**config.mk**
```make
export PLATFORM = sky130hd
export DESIGN_NAME = usm_spi_master
export DESIGN_NICKNAME = d
export VERILOG_FILES = /design/src/usm_pkg.sv /design/src/usm_spi_master.sv /design/src/usm_fifo.sv
export SDC_FILE = /design/constraint.sdc
export NUM_CORES = 1
export LEC_CHECK = 0
export BUFFER_PORTS_ARGS = -buffer_cell sky130_fd_sc_hd__buf_2
export CORE_MARGIN = 2
export CORE_UTILIZATION = 50
export CTS_BUF_LIST = sky130_fd_sc_hd__clkbuf_2 sky130_fd_sc_hd__clkbuf_4 sky130_fd_sc_hd__clkbuf_8
export DETAILED_ROUTE_END_ITERATION = 8
export PLACE_DENSITY = 0.76
export SETUP_SLACK_MARGIN = 0.05
export SYNTH_ARGS = -nofsm -noshare
export SYNTH_HDL_FRONTEND = slang
export SYNTH_SLANG_ARGS = --single-unit
```
**constraint.sdc**
```tcl
create_clock -name clk_i -period 2.2 [get_ports clk_i]
set_input_delay 0.11 -clock clk_i [delete_from_list [all_inputs] [get_ports clk_i]]
set_output_delay 0.11 -clock clk_i [all_outputs]
set_load 0.01 [all_outputs]
```
**src/usm_pkg.sv**
```systemverilog
// Constants and carrier types of the USART SPI master block.
// Assumes a single 10 MHz system clock and a synchronous active-low reset.
// Operation
// Master mode only when mode field equals 11
// SPI logic owns shifters, buffers, baud generator
// Parity and async recovery disabled in master mode
// One shared sequencer drives both directions
// Pin override and events same in modes
// Same registers, some control bits change meaning
// Internal clocking only, always drives clock
// Software sets clock pin direction to output
// Set clock direction before enabling transmitter
// Clock rate is system over 2(divisor+1)
// Divisor is 12 bits from high/low parts
// Polarity and phase select modes 0 to 3
// Drive on one edge, sample on other
// Software keeps polarity/phase fixed during transfer
// Full duplex, one receive bit per transmit bit
// Transmit and receive paths double buffered
// Bit order selectable, LSB or MSB first
// One bit-order control for both directions
// Data register write starts every transfer
// Transmitter enable required, receiver enable optional
// Divisor counter reloads, clock toggles only when active
// Idle clock rests at polarity level
package usm_pkg;

  localparam int unsigned DATA_W     = 8;
  localparam int unsigned DIV_W      = 12;
  localparam int unsigned DIVH_W     = 4;
  localparam int unsigned FIFO_DEPTH = 8;
  localparam int unsigned BITCNT_W   = 3;
  localparam logic [1:0]  MODE_SPI_MASTER = 2'h3;
  localparam logic [DIV_W-1:0]    DIV_RESET  = 12'h000;
  localparam logic [BITCNT_W-1:0] BIT_LAST   = 3'h7;
  localparam logic [BITCNT_W-1:0] BIT_FIRST  = 3'h0;
  localparam logic [DATA_W-1:0]   DATA_RESET = 8'h00;
  localparam int unsigned CLK_HZ = 10_000_000;

  // Sequencer states.
  typedef enum logic [1:0]
  {
    USM_IDLE  = 2'b00,
    USM_LEAD  = 2'b01,
    USM_TRAIL = 2'b10
  } usm_state_e;

  // Configuration carried from the control ports.
  typedef struct packed
  {
    logic [1:0]       mode_select_field;
    logic             cpol;
    logic             cpha;
    logic             bit_order_select;
    logic             tx_enable;
    logic             rx_enable;
    logic             clock_pin_direction_bit;
    logic [DIV_W-1:0] baud_divisor;
  } usm_cfg_s;

  // Sequencer state.
  typedef struct packed
  {
    usm_state_e          state;
    logic [DIV_W-1:0]    div_cnt;
    logic [BITCNT_W-1:0] bit_cnt;
    logic [DATA_W-1:0]   tx_shift;
    logic [DATA_W-1:0]   rx_shift;
    logic [DATA_W-1:0]   rx_buf;
    logic                rx_full;
    logic                rx_overrun;
    logic                sck;
    logic                mosi;
    logic                tx_done;
    logic                rx_done;
  } usm_core_s;

endpackage : usm_pkg

```
**src/usm_spi_master.sv**
```systemverilog
// USART in SPI master mode: baud generator, shared sequencer, data buffers.
// Assumes control ports come from same-clock register logic and miso_i from a pin.
`timescale 1ns/10ps
module usm_spi_master
  import usm_pkg::*;
(
  input  wire logic              clk_i,
  input  wire logic              resetn_i,
  input  wire usm_cfg_s          cfg_i,
  input  wire logic [DATA_W-1:0] serial_data_register_i,
  input  wire logic              data_write_i,
  output logic                   data_write_ready_o,
  output logic [DATA_W-1:0]      rx_data_o,
  output logic                   rx_valid_o,
  input  wire logic              rx_read_i,
  output logic                   rx_overrun_o,
  output logic                   tx_complete_o,
  output logic                   rx_complete_o,
  output logic                   busy_o,
  output logic                   master_mode_o,
  output logic                   transfer_clock_pin_o,
  output logic                   transfer_clock_pin_oe_o,
  output logic                   mosi_o,
  output logic                   mosi_oe_o,
  input  wire logic              miso_i
);

  ////////////////////////////////////////////////////////////////////////////
  // Mode decode and pin synchroniser.

  usm_core_s         c_r;
  usm_core_s         c_nxt;
  logic              miso_meta_r;
  logic              miso_sync_r;
  logic              spi_on;
  logic              tick;
  logic [DATA_W-1:0] q_data;
  logic              q_valid;
  logic              q_pop;

  // Master mode needs both mode bits set; otherwise parity and recovery paths
  // are not part of this block at all, so nothing else is switched.
  function automatic logic is_master(input logic [1:0] m);
    is_master = (m == MODE_SPI_MASTER);
  endfunction : is_master

  // Frame order: pick the outgoing bit from one end of the shifter.
  function automatic logic out_bit(input logic [DATA_W-1:0] d, input logic lsb);
    out_bit = lsb ? d[0] : d[DATA_W-1];
  endfunction : out_bit

  assign spi_on        = is_master(cfg_i.mode_select_field) & cfg_i.tx_enable;
  assign master_mode_o = is_master(cfg_i.mode_select_field);

  // Two flops before the sequencer looks at incoming data.
  always_ff @(posedge clk_i)
  begin
    if (!resetn_i)
    begin
      miso_meta_r <= 1'b0;
      miso_sync_r <= 1'b0;
    end
    else
    begin
      miso_meta_r <= miso_i;
      miso_sync_r <= miso_meta_r;
    end
  end

  ////////////////////////////////////////////////////////////////////////////
  // Transmit buffer: writes queue here while the shifter is busy.

  usm_fifo #(
    .WIDTH (DATA_W),
    .DEPTH (FIFO_DEPTH)
  ) u_tx_fifo (
    .clk_i       (clk_i),
    .resetn_i    (resetn_i),
    .in_data_i   (serial_data_register_i),
    .in_valid_i  (data_write_i & spi_on),
    .in_ready_o  (data_write_ready_o),
    .out_data_o  (q_data),
    .out_valid_o (q_valid),
    .out_ready_i (q_pop)
  );

  ////////////////////////////////////////////////////////////////////////////
  // Shared sequencer: one machine shifts both directions.

  // Half-period tick when the counter reaches zero, giving fosc/(2(div+1)).
  assign tick = (c_r.div_cnt == DIV_RESET);
  assign q_pop = (c_r.state == USM_IDLE) & spi_on & q_valid;

  always_comb
  begin
    c_nxt         = c_r;
    c_nxt.tx_done = 1'b0;
    c_nxt.rx_done = 1'b0;
    // Divisor counter only runs during a transfer so the first edge is a full
    // half period after the load.
    if (c_r.state != USM_IDLE)
    begin
      c_nxt.div_cnt = tick ? cfg_i.baud_divisor : DIV_W'(c_r.div_cnt - 1'b1);
    end
    if (rx_read_i)
    begin
      c_nxt.rx_full = 1'b0;
    end
    case (c_r.state)
      USM_IDLE:
      begin
        c_nxt.sck     = cfg_i.cpol;
        c_nxt.div_cnt = cfg_i.baud_divisor;
        if (q_pop)
        begin
          c_nxt.tx_shift = q_data;
          c_nxt.bit_cnt  = BIT_FIRST;
          c_nxt.state    = USM_LEAD;
          // Phase zero puts the first bit out before the leading edge.
          if (!cfg_i.cpha)
          begin
            c_nxt.mosi = out_bit(q_data, cfg_i.bit_order_select);
          end
        end
      end
      USM_LEAD:
      begin
        if (tick)
        begin
          c_nxt.sck   = ~c_r.sck;
          c_nxt.state = USM_TRAIL;
          if (cfg_i.cpha)
          begin
            c_nxt.mosi = out_bit(c_r.tx_shift, cfg_i.bit_order_select);
          end
          else
          begin
            c_nxt.rx_shift = cfg_i.bit_order_select ?
                             {miso_sync_r, c_r.rx_shift[DATA_W-1:1]} :
                             {c_r.rx_shift[DATA_W-2:0], miso_sync_r};
          end
        end
      end
      USM_TRAIL:
      begin
        if (tick)
        begin
          c_nxt.sck = ~c_r.sck;
          // Shift out the bit just sent; capture on trailing edge for phase one.
          c_nxt.tx_shift = cfg_i.bit_order_select ? (c_r.tx_shift >> 1) :
                           (c_r.tx_shift << 1);
          if (cfg_i.cpha)
          begin
            c_nxt.rx_shift = cfg_i.bit_order_select ?
                             {miso_sync_r, c_r.rx_shift[DATA_W-1:1]} :
                             {c_r.rx_shift[DATA_W-2:0], miso_sync_r};
          end
          else
          begin
            c_nxt.mosi = cfg_i.bit_order_select ? c_r.tx_shift[1] :
                         c_r.tx_shift[DATA_W-2];
          end
          c_nxt.bit_cnt = BITCNT_W'(c_r.bit_cnt + 1'b1);
          c_nxt.state   = USM_LEAD;
          if (c_r.bit_cnt == BIT_LAST)
          begin
            c_nxt.state   = USM_IDLE;
            c_nxt.tx_done = 1'b1;
            // Receive only lands in the buffer when the receiver is on.
            if (cfg_i.rx_enable)
            begin
              c_nxt.rx_buf     = c_nxt.rx_shift;
              c_nxt.rx_overrun = c_r.rx_full & ~rx_read_i;
              c_nxt.rx_full    = 1'b1; // Set wins over a same-cycle read.
              c_nxt.rx_done    = 1'b1;
            end
          end
        end
      end
      default:
      begin
        c_nxt.state = USM_IDLE;
      end
    endcase
    // Leaving master mode aborts any frame and parks the clock.
    if (!spi_on)
    begin
      c_nxt.state = USM_IDLE;
      c_nxt.sck   = cfg_i.cpol;
    end
  end

  // State register.
  always_ff @(posedge clk_i)
  begin
    if (!resetn_i)
    begin
      c_r <= '{state: USM_IDLE, div_cnt: DIV_RESET, bit_cnt: BIT_FIRST,
               tx_shift: DATA_RESET, rx_shift: DATA_RESET, rx_buf: DATA_RESET,
               default: 1'b0};
    end
    else
    begin
      c_r <= c_nxt;
    end
  end

  ////////////////////////////////////////////////////////////////////////////
  // Outputs. Clock pin override follows the direction bit as in normal mode; data pin enable follows spi_on.

  assign transfer_clock_pin_o    = c_r.sck;
  assign transfer_clock_pin_oe_o = cfg_i.clock_pin_direction_bit;
  assign mosi_o                  = c_r.mosi;
  assign mosi_oe_o               = spi_on;
  assign rx_data_o               = c_r.rx_buf;
  assign rx_valid_o              = c_r.rx_full;
  assign rx_overrun_o            = c_r.rx_overrun;
  assign tx_complete_o           = c_r.tx_done;
  assign rx_complete_o           = c_r.rx_done;
  assign busy_o                  = (c_r.state != USM_IDLE) | q_valid;

endmodule : usm_spi_master

```
**src/usm_fifo.sv**
```systemverilog
// Transmit queue of the USART SPI master block.
// Assumes both sides run on the same system clock.
`timescale 1ns/10ps
module usm_fifo
  import usm_pkg::*;
#(
  parameter int unsigned WIDTH = 8,
  parameter int unsigned DEPTH = 8
)
(
  input  wire logic             clk_i,
  input  wire logic             resetn_i,
  input  wire logic [WIDTH-1:0] in_data_i,
  input  wire logic             in_valid_i,
  output logic                  in_ready_o,
  output logic [WIDTH-1:0]      out_data_o,
  output logic                  out_valid_o,
  input  wire logic             out_ready_i
);

  localparam int unsigned AW = $clog2(DEPTH);

  typedef struct packed
  {
    logic [AW-1:0] wr_ptr;
    logic [AW-1:0] rd_ptr;
    logic [AW:0]   count;
  } usm_fifo_s;

  usm_fifo_s            q_r;
  usm_fifo_s            q_nxt;
  logic [WIDTH-1:0]     mem_r [DEPTH];
  logic                 push;
  logic                 pop;

  // Full and empty come straight from the occupancy count.
  assign in_ready_o  = (q_r.count != DEPTH[AW:0]);
  assign out_valid_o = (q_r.count != '0);
  assign out_data_o  = mem_r[q_r.rd_ptr];
  assign push        = in_valid_i & in_ready_o;
  assign pop         = out_valid_o & out_ready_i;

  // Pointer and count update.
  always_comb
  begin
    q_nxt = q_r;
    if (push)
    begin
      q_nxt.wr_ptr = AW'(q_r.wr_ptr + 1'b1);
    end
    if (pop)
    begin
      q_nxt.rd_ptr = AW'(q_r.rd_ptr + 1'b1);
    end
    q_nxt.count = (AW+1)'(q_r.count + {{AW{1'b0}}, push} - {{AW{1'b0}}, pop});
  end

  // Storage has no reset; only pointers and count need a defined value.
  always_ff @(posedge clk_i)
  begin
    if (!resetn_i)
    begin
      q_r <= '0;
    end
    else
    begin
      q_r <= q_nxt;
    end
    if (push)
    begin
      mem_r[q_r.wr_ptr] <= in_data_i;
    end
  end

endmodule : usm_fifo

```
==> key figures, run 1 <==
Route
  – ANT nets after route: 0
  – Initial drt markers: 376
  – DR vias: 4630
  – Detailed Routing Iterations Pass 1: 4
  – Via density: 5.982
  – WL final: between 10000 and 15000 um
  – DRC violations left: 0
  – Wire length per cell: 18.57 um

Floorplan
  – Initial Utilization: 0.5170
  – Core box area: roughly 12000 sq um
  – Die X: between 100 and 150 um
  – Die area: 12850 sq um
  – Row count: 39
  – Die Span Y: approximately 110 um
  – Io pins: 52

Placed design
  – Placed Instances: 703
  – Hpwl dp: between 8000 and 9000 um
  – IO buf count: slightly below 50
  – Area post-placement: 6449 sq um
  – DP Worst Slack: -0.1415 ns
  – Final GP Congestion: 0.8534

Global route
  – Number of global-route vias before repair: 4511
  – Pin count of the biggest net entering global routing: 46
  – Met2 Track Usage GR: 0.3721
  – Initial antenna violation count: 0
  – M1 GR Usage: 0.2687
  – First-pass GRT wire length: 21840 um
  – Grt ovf: 0
  – GR peak layer: met2
  – M3 GR Usage: 0.05999
  – Total track usage: 0.2201

Clock tree
  – Worst skew pair latency: ~0.45 ns
  – # H-tree levels: 4
  – CTS tree: yes
  – Sink Count: around 130
  – TritonCTS Buffers: 17
  – Clk pin slew, worst setup/hold paths: 0.07 ns
  – CTS max path bufs: 2
  – Root buf cell: clkbuf_8

STA
  – Hold Slack: 0.08747 ns
  – Setup violations, final: 0
  – TNS Setup: 0 ns
  – Worst slew pin tran: a little over 0.8 ns
  – Max Clock Freq: about 0.46 GHz
  – Crit path time final: 2.193 ns
  – Final Hold Viols: 0
  – Slew HR: 0.4554
  – Slew Limit Fails: 0
  – Unrepaired setup endpoints after global routing: true
  – Crit share post-route: 0.9966
  – Final WS setup: 0.007401 ns
  – Clk_skew: 0.007047 ns

Critical path
  – Crit-path most repeated cell: ha_4
  – CP max-delay cell: fa_2
  – Slowest stage delay, CP: between 0.5 and 0.6 ns
  – Startpoint Class: flop
  – CP endpoint kind: flop
  – WP data arrival: 2.50 ns
  – CP Cell Sequence: inv_4, ha_4, or3b_4, nand3_4, inv_2, ha_4, inv_4, ha_4, inv_2, fa_2, nor2_1
  – WP data required: 2.51 ns
  – Kind of critical path: flop to flop
  – Critical path peak fanout: 3

Run status
  – Status: complete, no violations

Power
  – Internal: 4.265 mW
  – Gate power share: 0.143
  – Clk pwr share: 0.398
  – Peak supply drop: 0.6069 mV
  – Total power: 5.623 mW
  – Leakage power: about 2.8 nW
  – Share of power burned in registers: 0.459
  – Switching share of total power: 0.2415
  – Cell Pwr Density: 747.9 nW/um^2
  – NetSw: ~1.4 mW

Yosys
  – Count leader, synth: edfxtp_1
  – Register area share after synthesis: 0.5290
  – Avg Synthesized Cell Area: 11.41 sq um
  – Post-synth ARST share: 0
  – Synth Warn #: 0
  – Mapped Cells: 524
  – Netlist Area Pre-Place: roughly 6000 sq um
  – Synth area leader: edfxtp_1
  – Register bit total from synthesis: 126
  – Yosys top cell area share: 0.3214
  – Post-synth EDFFs: 64
  – Top cells by count, synth: edfxtp_1 (64), dfxtp_1 (62), nor2_1 (35), inv_1 (33), mux2i_1 (30)
  – Post-Syn Nets: 574
  – Count of different cell masters after synthesis: 61
  – Ys flop type: edfxtp_1
  – Area contributors post-synth: edfxtp_1 (32%), dfxtp_1 (21%), mux2i_1 (5.0%)

Flow run
  – Max-cap violation count: 0

Finish
  – Post-layout util: 0.6501
  – Layout area overhead: 25.74%
  – Antenna cells: 0
  – Final Non-Filler Cells: 774
  – Final instance area: about 7500 sq um
  – Layout cells sized above 1: 0.3074
  – # nets final: 669
  – Filler cells: about 810

Min path
  – Hold WC Path Type: primary input to flop
[layer usage]
layer,routed length (um),part of all wire,vias up
li1,-,-,2161
met1,5845,0.41,2260
met2,7379,0.51,184
met3,888,0.062,25
met4,258,0.018,0
met5,0,0,-
[cells in the final DEF, fill, tap and decap left out, types with 6 or more instances in the layout]
cell           synthesis  layout
inv_1                 33      24
clkbuf_8               0      17
nand3_1                9       8
nor2_1                35      29
edfxtp_1              64      64
o22ai_1                8       8
xnor2_1                8       8
a21oi_1               26      24
a31oi_1                9       9
dlygate4sd3_1          0      24
nand2_1               26      26
a211oi_1              17      16
o21ai_0               15      15
mux2i_1               30      30
ha_1                  16      11
o2111ai_1              8       7
buf_4                 11      39
dfxtp_1               62      58
buf_2                  6      50
o22a_1                 6       6
inv_2                  1       7
mux4_2                13      13
[power groups by stage]
stage	sequential [mW]	combinational [mW]	clock, mW
3_3_place_gp	2.62	0.628	0
2_1_floorplan	2.61	0.440	0
5_1_grt	2.59	0.871	2.35
3_5_place_dp	2.62	0.656	0
6_report	2.58	0.804	2.24
4_1_cts	2.57	0.743	2.25
[timing repair]
| item | CTS | global route |
|---|---|---|
| buffers inserted | 3 | 11 |
| setup endpoints to repair | 92 | 91 |
| pin swaps | 7 | 17 |
| cloned | 0 | 2 |
| hold buffers | 24 | 0 |
| endpoints found under the hold margin | 81 | 0 |
| gates resized for setup | 17 | 41 |
[state kept, by name, summed over array words and instances, names as in the netlist, named ones only]
name and count:
rx_overrun_o 1, rx_complete_o 1, c_r 33, u_tx_fifo.q_r 10
miso_sync_r 1, rx_valid_o 1, tx_complete_o 1, rx_data_o 8
u_tx_fifo.mem_r 64, miso_meta_r 1, mosi_o 1, transfer_clock_pin_o 1
[worst max-delay path: cells and delay by family, from the launching register on]
| kind | cells | cell delay (ns) |
|---|---|---|
| adders and majority gates | 4 | 1.00 |
| and+or+nand+nor | 3 | 0.51 |
| buffers and inverters | 4 | 0.21 |
| DFF | 1 | 0.33 |
[area by class of cell]
cell class	instances	area (sq um)	area share
clock buffers	18	241.5	0.03212
flip-flops and latches	126	3168	0.4214
repair buffers	119	882.1	0.1173
multi-input cells	320	2711	0.3606
well taps	143	178.9	0.02380
clock inverters	13	196.4	0.02613
inverters	35	140.1	0.01864
[cells by family after synthesis]
| kind of cell | synth area share |
|---|---|
| flops | 0.5290 |
| compound gates | 0.1448 |
| simple gates | 0.1052 |
| buf+inv | 0.05838 |
| mux | 0.1067 |
| fa+ha+maj | 0.03683 |
| xor+xnor | 0.01904 |
[final timing paths]
check / start / to / slack [ns] / cells after the start
worst max register to register: u_tx_fifo.q_r[2] / u_tx_fifo.q_r[1] / 0.007 / 11
worst max-delay path: u_tx_fifo.q_r[2] / u_tx_fifo.q_r[1] / 0.007 / 11
worst min register to register: miso_meta_r / miso_sync_r / 0.44 / 1
worst min-delay path: cfg_i[14] / transfer_clock_pin_o / 0.09 / 4
Note: power is estimated with default switching activity, not from simulation.
==> inputs of run 2 (changes only) <==
--- a/config.mk
+++ b/config.mk
@@ -5,11 +5,12 @@
 export SDC_FILE = /design/constraint.sdc
 export NUM_CORES = 1
 export LEC_CHECK = 0
+export ABC_AREA = 0
 export BUFFER_PORTS_ARGS = -buffer_cell sky130_fd_sc_hd__buf_2
-export CORE_MARGIN = 2
 export CORE_UTILIZATION = 50
 export CTS_BUF_LIST = sky130_fd_sc_hd__clkbuf_2 sky130_fd_sc_hd__clkbuf_4 sky130_fd_sc_hd__clkbuf_8
 export DETAILED_ROUTE_END_ITERATION = 8
+export MAX_ROUTING_LAYER = met4
 export PLACE_DENSITY = 0.76
 export SETUP_SLACK_MARGIN = 0.05
 export SYNTH_ARGS = -nofsm -noshare
==> run 2 against run 1 <==
  * The flow now finishes with violations (design-rule violations, negative setup slack)
  * Fmax fell by 0.85%
  * Critical path depth did not move
  * Clock-buffer cell count increased by 1
  * Register-to-register slack got worse by 0.02 ns
  * Largest cell class unchanged
  * Highest routed layer unchanged
==> key figures, run 2 (synthesized netlist as in run 1, its figures left out) <==
Power
  – Cell Pwr Density: 734.5 nW/um^2 (-1.8%)
  – Leakage power: 2.733 nW (-2.6%)
  – Peak supply drop: 0.6294 mV (+3.7%)

Route
  – Wire length per cell: 17.74 um (-4.4%)
  – WL final: 13540 um (-5.8%)
  – Via density: 5.899 (-1.4%)
  – Initial drt markers: 427 (+14%)
  – Detailed Routing Iterations Pass 1: 6 (+2)
  – DR vias: 4501 (-2.8%)
  – ANT nets after route: 0 (unchanged)
  – DRC violations left: 10 (+10)

Floorplan
  – Die area: 12400 sq um (-3.5%)
  – Io pins: 52 (unchanged)
  – Initial Utilization: 0.5192 (+0.002191)
  – Core box area: 11520 sq um (-0.42%)
  – Row count: 39 (unchanged)
  – Die X: 111.4 um (-1.8%)
  – Die Span Y: 111.4 um (-1.8%)

Clock tree
  – Sink Count: 126 (unchanged)
  – Worst skew pair latency: 0.45 ns (about the same)
  – CTS tree: yes
  – # H-tree levels: 4 (unchanged)
  – CTS max path bufs: 2 (unchanged)
  – TritonCTS Buffers: 17 (unchanged)
  – Root buf cell: clkbuf_8
  – Clk pin slew, worst setup/hold paths: 0.07 ns (about the same)

Finish
  – Register area: 3166 sq um (about the same)
  – Filler cells: 840 (+3.4%)
  – Top reg by flops: u_tx_fifo.mem_r
  – Post-layout util: 0.6352 (-0.01495)
  – Commonest non-fill, non-tap cells in the layout: edfxtp_1 (64), dfxtp_1 (60), buf_2 (49)
  – Layout cells sized above 1: 0.2903 (-0.01713)
  – Most common cell after layout, fill and taps aside: edfxtp_1
  – Antenna cells: 0 (unchanged)
  – Layout area overhead: 22.33%
  – # nets final: 658 (-1.6%)
  – Max FFs per register: 64 (unchanged)
  – Largest regs: u_tx_fifo.mem_r x64, c_r x33, u_tx_fifo.q_r x10
  – Area occupied by multi-input gates: 2684 sq um (-1.0%)

Critical path
  – Kind of critical path: flop to flop
  – CP endpoint kind: flop
  – Reg2Reg Capture Point: u_tx_fifo.q_r[1]
  – Worst reg2reg setup slack: -0.01 ns (-0.02 ns)
  – Critical path peak fanout: 3 (unchanged)
  – Startpoint Class: flop
  – Reg-to-Reg Start: u_tx_fifo.q_r[2]
  – WP data arrival: 2.51 ns (about the same)
  – Worst R2R Path Depth: 11 (unchanged)
  – WP data required: 2.50 ns (about the same)

STA
  – Unrepaired setup endpoints after global routing: true
  – Slew HR: 0.4719 (+0.01650)
  – Crit share post-route: 1.005 (+0.008549)
  – Setup violations, final: 2 (+2)
  – Hold Slack: 0.02855 ns (-0.05891 ns)
  – Crit path time final: 2.211 ns (+0.01881 ns)
  – Worst slew pin tran: 0.7921 ns (-0.02356 ns)
  – Clk_skew: 0.01451 ns (+0.007459 ns)
  – TNS Setup: -0.01296 ns (-0.01296 ns)
  – Max Clock Freq: 0.4522 GHz (-0.85%)
  – Final Hold Viols: 0 (unchanged)
  – Final WS setup: -0.01141 ns (-0.01881 ns)
  – Slew Limit Fails: 0 (unchanged)

Min path
  – Hold Path Sink: u_tx_fifo.q_r[9]
  – Hold depth: 4 (unchanged)
  – Worst hold start: data_write_i
  – Hold WC Path Type: primary input to flop

Global route
  – Initial antenna violation count: 0 (unchanged)
  – Number of global-route vias before repair: 4555 (+0.98%)
  – Pin count of the biggest net entering global routing: 46 (unchanged)
  – Total track usage: 0.2345 (+0.01440)
  – Grt ovf: 0 (unchanged)
  – First-pass GRT wire length: 21890 um (+0.22%)

Placed design
  – Hpwl dp: 8861 um (+2.2%)
  – Final GP Congestion: 0.8368 (-1.9%)
  – IO buf count: 49 (unchanged)

Run status
  – Status: complete, but fails checks
  – Failing checks: design-rule violations, negative setup slack

Flow run
  – Max-cap violation count: 0 (unchanged)
-- run 2: worst max-delay path by stage --
stage,slack (ns),to,startpoint,depth (start not counted)
floorplan,0.004,u_tx_fifo.q_r[2],u_tx_fifo.q_r[2],12
global placement,-0.05,u_tx_fifo.q_r[2],u_tx_fifo.q_r[2],12
detailed placement,-0.15,u_tx_fifo.q_r[2],u_tx_fifo.q_r[2],12
CTS,0.004,u_tx_fifo.q_r[1],u_tx_fifo.q_r[2],11
global route,-0.13,u_tx_fifo.q_r[2],u_tx_fifo.q_r[2],12
finish,-0.01,u_tx_fifo.q_r[1],u_tx_fifo.q_r[2],11
-- run 2: where the power goes --
part	switching, mW	internal [mW]
Clock	0.949	1.03
Sequential	0.0507	2.52
Combinational	0.399	0.416
Total	1.40	3.97
-- run 2: layout make-up --
| cell class | count | share of cell area |
|---|---|---|
| tap | 143 | 0.02446 |
| clock buffer | 19 | 0.03404 |
| multi-input combinational | 320 | 0.3669 |
| sequential | 126 | 0.4328 |
| inverter | 35 | 0.01882 |
| clock inverter | 12 | 0.01933 |
| timing repair buffer | 108 | 0.1037 |
-- run 2: layer usage --
metal  routed length, um  up-vias  track usage
li1                    -     2144            -
met1                5604     2165       0.2671
met2                6876      165       0.3921
met3                 804       27      0.06315
met4                 253        0      0.09640
met5                   0        -            -
-- run 2: per-stage QoR --
stage          instance area [sq um]  power (mW)  worst slack (ns)  cells
2_1_floorplan                   6005       3.053          0.003761    524
3_3_place_gp                    6441       3.235          -0.05045    702
3_5_place_dp                    6441       3.266           -0.1454    702
4_1_cts                         7174       5.326          0.004028    758
5_1_grt                         7315       5.580           -0.1321    763
6_report                        7315       5.373          -0.01141    763
-- run 2: critical path: stages, from the launching register on --
cell     delay (ns)
dfxtp_2        0.32
inv_2          0.08
ha_4           0.13
or3b_4         0.39
nand3_4        0.10
inv_2          0.05
ha_4           0.22
inv_4          0.06
ha_4           0.13
inv_2          0.03
fa_2           0.52
nor2_1         0.04
-- run 2: what timing repair did --
item                                   CTS  global route
pin swaps                                7             6
buffers inserted                         2             5
gates resized for setup                 26            23
hold buffers                            23             0
setup endpoints to repair               87            31
endpoints found under the hold margin   79             0
